### src/include/uvepc_pkg.sv
// Package of constants and types for the EPROM host controller
package uvepc_pkg;
  // Device geometry
  localparam int ADDR_W = 15;
  localparam int DATA_W = 8;
  // Clock rate and timing figures
  localparam int CLK_MHZ         = 125;
  localparam int ACCESS_NS       = 150; // address_to_data_delay / select_to_data_delay
  localparam int OE_DELAY_NS     = 75;
  localparam int FLOAT_NS        = 50;
  localparam int SETUP_US        = 2;
  localparam int PULSE_US        = 1000;
  localparam int VERIFY_OE_NS    = 150;
  localparam int ACCESS_CYC      = (ACCESS_NS * CLK_MHZ + 999) / 1000;
  localparam int OE_CYC          = (OE_DELAY_NS * CLK_MHZ + 999) / 1000;
  localparam int FLOAT_CYC       = (FLOAT_NS * CLK_MHZ + 999) / 1000;
  localparam int SETUP_CYC       = SETUP_US * CLK_MHZ;
  localparam int PULSE_CYC       = PULSE_US * CLK_MHZ;
  localparam int VERIFY_CYC      = (VERIFY_OE_NS * CLK_MHZ + 999) / 1000;
  localparam int CNT_W           = 24;
  // Signature address: identification line is bit 9, byte select bit 0
  localparam int ID_LINE_BIT     = 9;
  localparam logic [7:0] ERASED_BYTE = 8'hff;
  // Commands
  typedef enum logic [1:0] {
    UVEPC_CMD_READ = 2'h0,
    UVEPC_CMD_PROG = 2'h1,
    UVEPC_CMD_SIG  = 2'h2
  } uvepc_cmd_t;
endpackage : uvepc_pkg

### src/include/uvepc_tmr_if.sv
// Interface between the sequencer and its wait timer
interface uvepc_tmr_if;
  import uvepc_pkg::*;
  logic             start;
  logic [CNT_W-1:0] load;
  logic             done;
  modport ctrl (output start, output load, input done);
  modport tmr  (input start, input load, output done);
endinterface : uvepc_tmr_if

### src/rtl/uvepc_timer.sv
// Down counter that marks the end of a programmed wait
module uvepc_timer
  import uvepc_pkg::*;
(
  // Clock and reset
  input wire logic clk_sys,
  input wire logic rst,
  // Timer link
  uvepc_tmr_if.tmr tmr
);
  import uvepc_pkg::*;
  logic [CNT_W-1:0] count_ff;
  logic             busy_ff;

  // Load on start, count to one, then flag done for one cycle
  always_ff @(posedge clk_sys or posedge rst) begin
    if (rst) begin
      count_ff <= '0;
      busy_ff  <= 1'b0;
    end else if (tmr.start) begin
      count_ff <= tmr.load;
      busy_ff  <= 1'b1;
    end else if (busy_ff) begin
      count_ff <= count_ff - CNT_W'(1);
      if (count_ff <= CNT_W'(1)) busy_ff <= 1'b0;
    end
  end

  // Not gated by start: the sequencer derives start from done, a gate would close a loop
  assign tmr.done = busy_ff && (count_ff <= CNT_W'(1));
endmodule : uvepc_timer

### src/rtl/uvepc_host.sv
// Host controller that reads, programs and identifies a UV EPROM through its pins
// How it works
// - The byte to write is driven on the eight data pins during programming.
// - A write is one low select pulse with the programming supply raised.
// - Signature mode raises the identification address line to high voltage.
// - Two identification bytes are read, byte select low then high.
// - All other address lines are held low in signature mode.
// - Select decodes the device; the gate follows the read strobe.
// - One shared select pulse programs all tied devices alike.
module uvepc_host
  import uvepc_pkg::*;
#(
  parameter int PULSE_CYCLES = PULSE_CYC
) (
  // Clock and reset
  input  wire logic                      clk_sys,
  input  wire logic                      rst,
  // Command port
  input  wire logic                      cmdValid,
  output logic                           cmdReady,
  input  wire uvepc_pkg::uvepc_cmd_t     cmdOp,
  input  wire logic [uvepc_pkg::ADDR_W-1:0] cmdAddr,
  input  wire logic [uvepc_pkg::DATA_W-1:0] cmdData,
  output logic                           rspValid,
  output logic [uvepc_pkg::DATA_W-1:0]   rspData,
  output logic [uvepc_pkg::DATA_W-1:0]   rspType,
  output logic                           rspErased,
  output logic                           rspMismatch,
  // Device pins
  output logic [uvepc_pkg::ADDR_W-1:0]   memAddr,
  output logic                           chipSel_n,
  output logic                           outGate_n,
  output logic                           progSupplyHigh,
  output logic                           idHighVoltageLine,
  input  wire logic [uvepc_pkg::DATA_W-1:0] memDataIn,
  output logic [uvepc_pkg::DATA_W-1:0]   memDataOut,
  output logic                           memDataOe
);
  import uvepc_pkg::*;

  typedef enum logic [8:0] {
    S_IDLE  = 9'h001,
    S_RDSET = 9'h002,
    S_RDOE  = 9'h004,
    S_FLOAT = 9'h008,
    S_PSET  = 9'h010,
    S_PULSE = 9'h020,
    S_PHOLD = 9'h040,
    S_VER   = 9'h080,
    S_SIG2  = 9'h100
  } uvepc_state_t;

  uvepc_state_t     state_ff, nxt_state;
  uvepc_cmd_t       op_ff;
  logic [DATA_W-1:0] wdata_ff;
  logic             sigHi_ff;
  uvepc_tmr_if      tmrBus ();

  uvepc_timer u_timer (
    .clk_sys (clk_sys),
    .rst     (rst),
    .tmr     (tmrBus.tmr)
  );

  assign cmdReady = (state_ff == S_IDLE);

  // Sequencer state and timer kicks
  always_comb begin
    nxt_state     = state_ff;
    tmrBus.start  = 1'b0;
    tmrBus.load   = CNT_W'(ACCESS_CYC);
    case (state_ff)
      S_IDLE: if (cmdValid) begin
        tmrBus.start = 1'b1;
        if (cmdOp == UVEPC_CMD_PROG) begin
          nxt_state   = S_PSET;
          tmrBus.load = CNT_W'(SETUP_CYC);
        end else begin
          nxt_state   = S_RDSET;
          tmrBus.load = CNT_W'(ACCESS_CYC);
        end
      end
      S_RDSET: if (tmrBus.done) begin
        nxt_state = S_RDOE;
        tmrBus.start = 1'b1;
        tmrBus.load = CNT_W'(OE_CYC);
      end
      S_RDOE: if (tmrBus.done) begin
        tmrBus.start = 1'b1;
        tmrBus.load = CNT_W'(FLOAT_CYC);
        if (op_ff == UVEPC_CMD_SIG && !sigHi_ff) begin
          nxt_state = S_SIG2;
          tmrBus.load = CNT_W'(ACCESS_CYC);
        end else begin
          nxt_state = S_FLOAT;
        end
      end
      S_SIG2: if (tmrBus.done) begin
        nxt_state = S_RDOE;
        tmrBus.start = 1'b1;
        tmrBus.load = CNT_W'(OE_CYC);
      end
      S_PSET: if (tmrBus.done) begin
        nxt_state = S_PULSE;
        tmrBus.start = 1'b1;
        tmrBus.load = CNT_W'(PULSE_CYCLES);
      end
      S_PULSE: if (tmrBus.done) begin
        nxt_state = S_PHOLD;
        tmrBus.start = 1'b1;
        tmrBus.load = CNT_W'(SETUP_CYC);
      end
      S_PHOLD: if (tmrBus.done) begin
        nxt_state = S_VER;
        tmrBus.start = 1'b1;
        tmrBus.load = CNT_W'(VERIFY_CYC);
      end
      S_VER: if (tmrBus.done) begin
        nxt_state = S_FLOAT;
        tmrBus.start = 1'b1;
        tmrBus.load = CNT_W'(FLOAT_CYC);
      end
      S_FLOAT: if (tmrBus.done) nxt_state = S_IDLE;
      default: nxt_state = S_IDLE;
    endcase
  end

  always_ff @(posedge clk_sys or posedge rst) begin
    if (rst) state_ff <= S_IDLE;
    else state_ff <= nxt_state;
  end

  // Command capture
  always_ff @(posedge clk_sys or posedge rst) begin
    if (rst) begin
      op_ff    <= UVEPC_CMD_READ;
      wdata_ff <= ERASED_BYTE;
      memAddr  <= '0;
    end else if (state_ff == S_IDLE && cmdValid) begin
      op_ff    <= cmdOp;
      wdata_ff <= cmdData;
      // Signature needs every other line low, byte select low first
      memAddr  <= (cmdOp == UVEPC_CMD_SIG) ? '0 : cmdAddr;
    end else if (state_ff == S_RDOE && tmrBus.done && op_ff == UVEPC_CMD_SIG && !sigHi_ff) begin
      memAddr[0] <= 1'b1;
    end
  end

  // Pin levels per state; idle keeps select high so the part stays in standby
  always_ff @(posedge clk_sys or posedge rst) begin
    if (rst) begin
      chipSel_n         <= 1'b1;
      outGate_n         <= 1'b1;
      progSupplyHigh    <= 1'b0;
      idHighVoltageLine <= 1'b0;
      memDataOut        <= '0;
      memDataOe         <= 1'b0;
    end else begin
      chipSel_n <= !(nxt_state inside {S_RDSET, S_RDOE, S_SIG2, S_PULSE});
      outGate_n <= !(nxt_state inside {S_RDOE, S_VER});
      progSupplyHigh <= (nxt_state inside {S_PSET, S_PULSE, S_PHOLD, S_VER});
      // In idle only the new opcode counts; a stale signature opcode must not leak into a read
      idHighVoltageLine <= ((state_ff == S_IDLE) ? (cmdOp == UVEPC_CMD_SIG)
                                                 : (op_ff == UVEPC_CMD_SIG))
                           && (nxt_state inside {S_RDSET, S_RDOE, S_SIG2});
      // Drive only while the part takes data, never when its outputs may be on
      memDataOe  <= (nxt_state inside {S_PSET, S_PULSE, S_PHOLD});
      memDataOut <= (state_ff == S_IDLE) ? cmdData : wdata_ff;
    end
  end

  // Sampling and responses
  always_ff @(posedge clk_sys or posedge rst) begin
    if (rst) begin
      rspValid    <= 1'b0;
      rspData     <= '0;
      rspType     <= '0;
      rspErased   <= 1'b0;
      rspMismatch <= 1'b0;
      sigHi_ff    <= 1'b0;
    end else begin
      rspValid <= 1'b0;
      if (state_ff == S_IDLE) sigHi_ff <= 1'b0;
      if (state_ff == S_RDOE && tmrBus.done) begin
        if (op_ff == UVEPC_CMD_SIG && sigHi_ff) rspType <= memDataIn;
        else rspData <= memDataIn;
        if (op_ff == UVEPC_CMD_SIG) sigHi_ff <= 1'b1;
        if (op_ff != UVEPC_CMD_SIG || sigHi_ff) begin
          rspValid    <= 1'b1;
          rspErased   <= (memDataIn == ERASED_BYTE);
          rspMismatch <= 1'b0;
        end
      end
      if (state_ff == S_VER && tmrBus.done) begin
        rspValid    <= 1'b1;
        rspData     <= memDataIn;
        rspErased   <= (memDataIn == ERASED_BYTE);
        rspMismatch <= (memDataIn != wdata_ff);
      end
    end
  end

  // Assertions
  no_contend_a: assert property (@(posedge clk_sys) disable iff (rst)
    memDataOe |-> outGate_n) else $error("host drives while gate low");
  prog_select_a: assert property (@(posedge clk_sys) disable iff (rst)
    (!chipSel_n && progSupplyHigh) |-> memDataOe) else $error("pulse without data");
  verify_mode_a: assert property (@(posedge clk_sys) disable iff (rst)
    (progSupplyHigh && !outGate_n) |-> chipSel_n) else $error("verify with select low");
  sig_lines_a: assert property (@(posedge clk_sys) disable iff (rst)
    idHighVoltageLine |-> (memAddr[ADDR_W-1:1] == '0)) else $error("address not low");
  sig_supply_a: assert property (@(posedge clk_sys) disable iff (rst)
    idHighVoltageLine |-> !progSupplyHigh) else $error("supply raised in signature");
  idle_standby_a: assert property (@(posedge clk_sys) disable iff (rst)
    cmdReady |-> chipSel_n && outGate_n) else $error("idle not standby");
  gate_delay_a: assert property (@(posedge clk_sys) disable iff (rst)
    $fell(outGate_n) && !progSupplyHigh |-> !chipSel_n [*3]) else $error("select lifted early");
  float_sel_a: assert property (@(posedge clk_sys) disable iff (rst)
    (!chipSel_n && outGate_n && !progSupplyHigh) |-> !memDataOe) else $error("drove in disable");
endmodule : uvepc_host

### config.mk
export PLATFORM = sky130hd
export DESIGN_NAME = uvepc_host
export DESIGN_NICKNAME = d
export VERILOG_FILES = /design/src/include/uvepc_pkg.sv /design/src/include/uvepc_tmr_if.sv /design/src/rtl/uvepc_timer.sv /design/src/rtl/uvepc_host.sv
export SDC_FILE = /design/constraint.sdc
export NUM_CORES = 1
export LEC_CHECK = 0
export BUFFER_PORTS_ARGS = -buffer_cell sky130_fd_sc_hd__buf_4
export CAP_MARGIN = 20
export CORE_ASPECT_RATIO = 1.2
export CORE_MARGIN = 2
export CORE_UTILIZATION = 45
export CTS_BUF_LIST = sky130_fd_sc_hd__clkbuf_8
export DETAILED_ROUTE_END_ITERATION = 7
export PLACE_DENSITY = 0.73
export SYNTH_ARGS = -nofsm -noshare
export SYNTH_HDL_FRONTEND = slang
export SYNTH_SLANG_ARGS = --single-unit
### constraint.sdc
create_clock -name clk_sys -period 4.17 [get_ports clk_sys]
set_clock_uncertainty 0.15 [all_clocks]
set_input_delay 0.2085 -clock clk_sys [delete_from_list [all_inputs] [get_ports clk_sys]]
set_output_delay 0.2085 -clock clk_sys [all_outputs]
set_load 0.02 [all_outputs]
==> metrics <==
CTS tree built; cell family with most CP delay simple AND/OR/NAND/NOR gates; Area contributors post-synth dfrtp_1 45%, nand2_1 8.3%, dfstp_2 6.5%, mux2_2 4.3%, xnor2_1 3.5%; vias in the first global route 4,091; Max stage delay cell, worst path or4_1; Initial Util 0.4652; NumNets Final 625; Internal Power 0.002018 W; Avg Inst Size Synth 9.454 sq um; top-count cell post-synth nand2_1; placed cell count 665; total setup buffers inserted after CTS 0; drt pass-1 iters 5; HP Class input pin to register; routed via count 3,928; Primary FF master, synth dfrtp_1; f_max 0.2926 GHz; fin. max-slew vios 0; setup TNS 0 ns; period utilization 0.8195; Clock Root Buffer clkbuf_8; combinational power share 0.399; CP arrival 3.06 ns; Net Switching 0.001313 W; Resized cells post-CTS 0; sequential share of power 0.414; layout cell share with drive strength beyond 1 0.2432; Cell Area, Synth 0.004472 sq mm; Antenna Violating Nets Remaining 0; DRC viols 0; I/O pins 84; Final Wtd Congestion 0.8794; # clock sinks 92; drt via density 5.494; Max VDD drop 0.3651 mV; hpwl dp 8.126 mm; Std-Cell Rows 39; critical path cell sequence or4_1, or3_1, or3b_1, inv_1, buf_4; Setup-failing EPs final 0; Setup Crit Path Kind register to primary output; Routed WL 11.73 mm; largest net degree at the start of global routing 49; RSZ-0062 raised after global routing no; Ys Warns 0; First DRT Iteration DRCs 251; H-tree depth 3; critical path capture point type primary output; Ant. Diodes 0; Hold Fails Final Rpt 0; share of flip-flops with an asynchronous set or reset 1.000; Sw Ratio 0.3941; Synth top cells by count 99 x nand2_1, 81 x dfrtp_1, 38 x nor2_1; Finished Core Util 0.5998; Die W 95 um; CTS max path bufs 2; status complete, no violations; GRT Util Overall 0.2350; Core Region 0.009613 sq mm; clock slew at reported path FFs 0.09 ns; CP bufs+invs 2; worst-path fanout max 12; Placement Cell Area 0.005221 sq mm; Layout fillers 781; post-synthesis cell count 473; CP required 3.81 ns; final global-route overflow total 0; clk_lat worst skew 0.37 ns; post-synth top area share 0.4533; Mapped Nets 511; Layout area overhead 28.93%; area of the multi-input gates 0.002029 sq mm; Distinct cells, synth 57; Max Cap Violations 0; Clk pwr share 0.187; Die H 113.2 um; routed length per instance 16.40 um; die area 0.01075 sq mm; fin crit period 3.417 ns; Finished Cell Area 0.005766 sq mm; Non-Filler Instances 715; Port Buffers 83; EDFF count, synth 0; TritonCTS Buffers 9; post-synthesis sequential area ratio 0.5179; Least-Margin Pin Slew 0.8555 ns; startpoint types register; #FFs+latches synth 92; CP peak stage delay 0.66 ns; FF/Latch Area 0.002316 sq mm; cts hold-fix bufs 34; initial antenna violation count 0; worst hold slack 0.04747 ns; Pwr Density 577.8 mW/mm^2; first-pass GRT wire length 19.69 mm; slew margin rel. 0.4297; Lkg Pwr 2.755 nW; cell taking the most area after synthesis dfrtp_1
-- power by group through the flow --
stage	Combinational [W]	Sequential (W)	Clock, W
final	0.00133	0.00138	0.000624
after detailed placement	0.00130	0.00139	0
after CTS	0.00133	0.00138	0.000632
after global placement	0.00127	0.00138	0
after floorplan	0.000761	0.00146	0
after global routing	0.00147	0.00141	0.000678
-- kinds of logic after synthesis --
family	after synthesis	synth area share
adders and majority gates	2	0.005595
muxes	22	0.05400
xor gates and xnor gates	23	0.04505
DFF	92	0.5179
and+or+nand+nor	245	0.2655
buffers and inverters	33	0.02966
AOI/OAI and AO/OA	56	0.08226
-- per-layer routing --
metal	GRT usage	share of wire	vias up
li1	-	-	1876
met1	0.2965	0.41	1899
met2	0.4019	0.52	134
met3	0.03529	0.049	19
met4	0.09469	0.018	0
met5	0	0	-
-- cell type report --
cell class | count | area share
Timing Repair Buffer | 124 | 0.1762
Multi-Input combinational cell | 348 | 0.3520
Clock inverter | 5 | 0.009115
Sequential cell | 92 | 0.4017
Tap cell | 123 | 0.02669
Inverter | 12 | 0.008030
Clock buffer | 11 | 0.02626
-- stage by stage --
stage / setup slack (ns) / power (W)
floorplan: 1.134 / 0.002224
global placement: 1.006 / 0.002653
detailed placement: 0.9254 / 0.002689
CTS: 0.7741 / 0.003339
global route: 0.6199 / 0.003558
finish: 0.7526 / 0.003331
-- flip-flops by register name, indices dropped and copies added (netlist names) --
register           cells
progSupplyHigh         1
rspMismatch            1
outGate_n              1
u_timer.count_ff      24
memAddr               15
rspErased              1
rspType                8
memDataOut             8
idHighVoltageLine      1
op_ff                  2
state_ff               9
sigHi_ff               1
rspValid               1
chipSel_n              1
wdata_ff               8
u_timer.busy_ff        1
rspData                8
memDataOe              1
-- final timing paths --
check                                  startpoint                       end  slack [ns]  depth (start not counted)
setup reg to reg            state_ff[4]$_DFF_PP0_  progSupplyHigh$_DFF_PP0_        0.87                          7
min in group asynchronous                     rst   memAddr[13]$_DFFE_PP0P_        0.39                          3
max in group asynchronous                     rst       chipSel_n$_DFF_PP1_        2.43                          4
setup / recovery            state_ff[4]$_DFF_PP0_                  cmdReady        0.75                          5
hold reg to reg            memAddr[7]$_DFFE_PP0P_    memAddr[7]$_DFFE_PP0P_        0.32                          2
hold / removal                           cmdValid     state_ff[0]$_DFF_PP1_        0.05                          3
-- worst min-delay path, delay by kind of cell --
kind / cells / cell delay, ns
compound gates: 1 / 0.15
buf+inv: 2 / 0.16
-- placed cells by master (no fill, tap or decap), types with 8 or more instances in the layout --
| master | instances |
|---|---|
| clkbuf_8 | 11 |
| nor3_1 | 15 |
| inv_1 | 13 |
| dfrtp_1 | 81 |
| nand3_1 | 24 |
| mux2_2 | 17 |
| nor2_1 | 38 |
| nand2_1 | 99 |
| o21ai_0 | 14 |
| dfstp_2 | 11 |
| or3_1 | 10 |
| dlygate4sd3_1 | 34 |
| xnor2_1 | 18 |
| nor4_1 | 9 |
| buf_4 | 90 |
| a21oi_1 | 8 |
| nand2b_1 | 10 |
| nand4_1 | 10 |
Power figures use the tool's default switching activity.
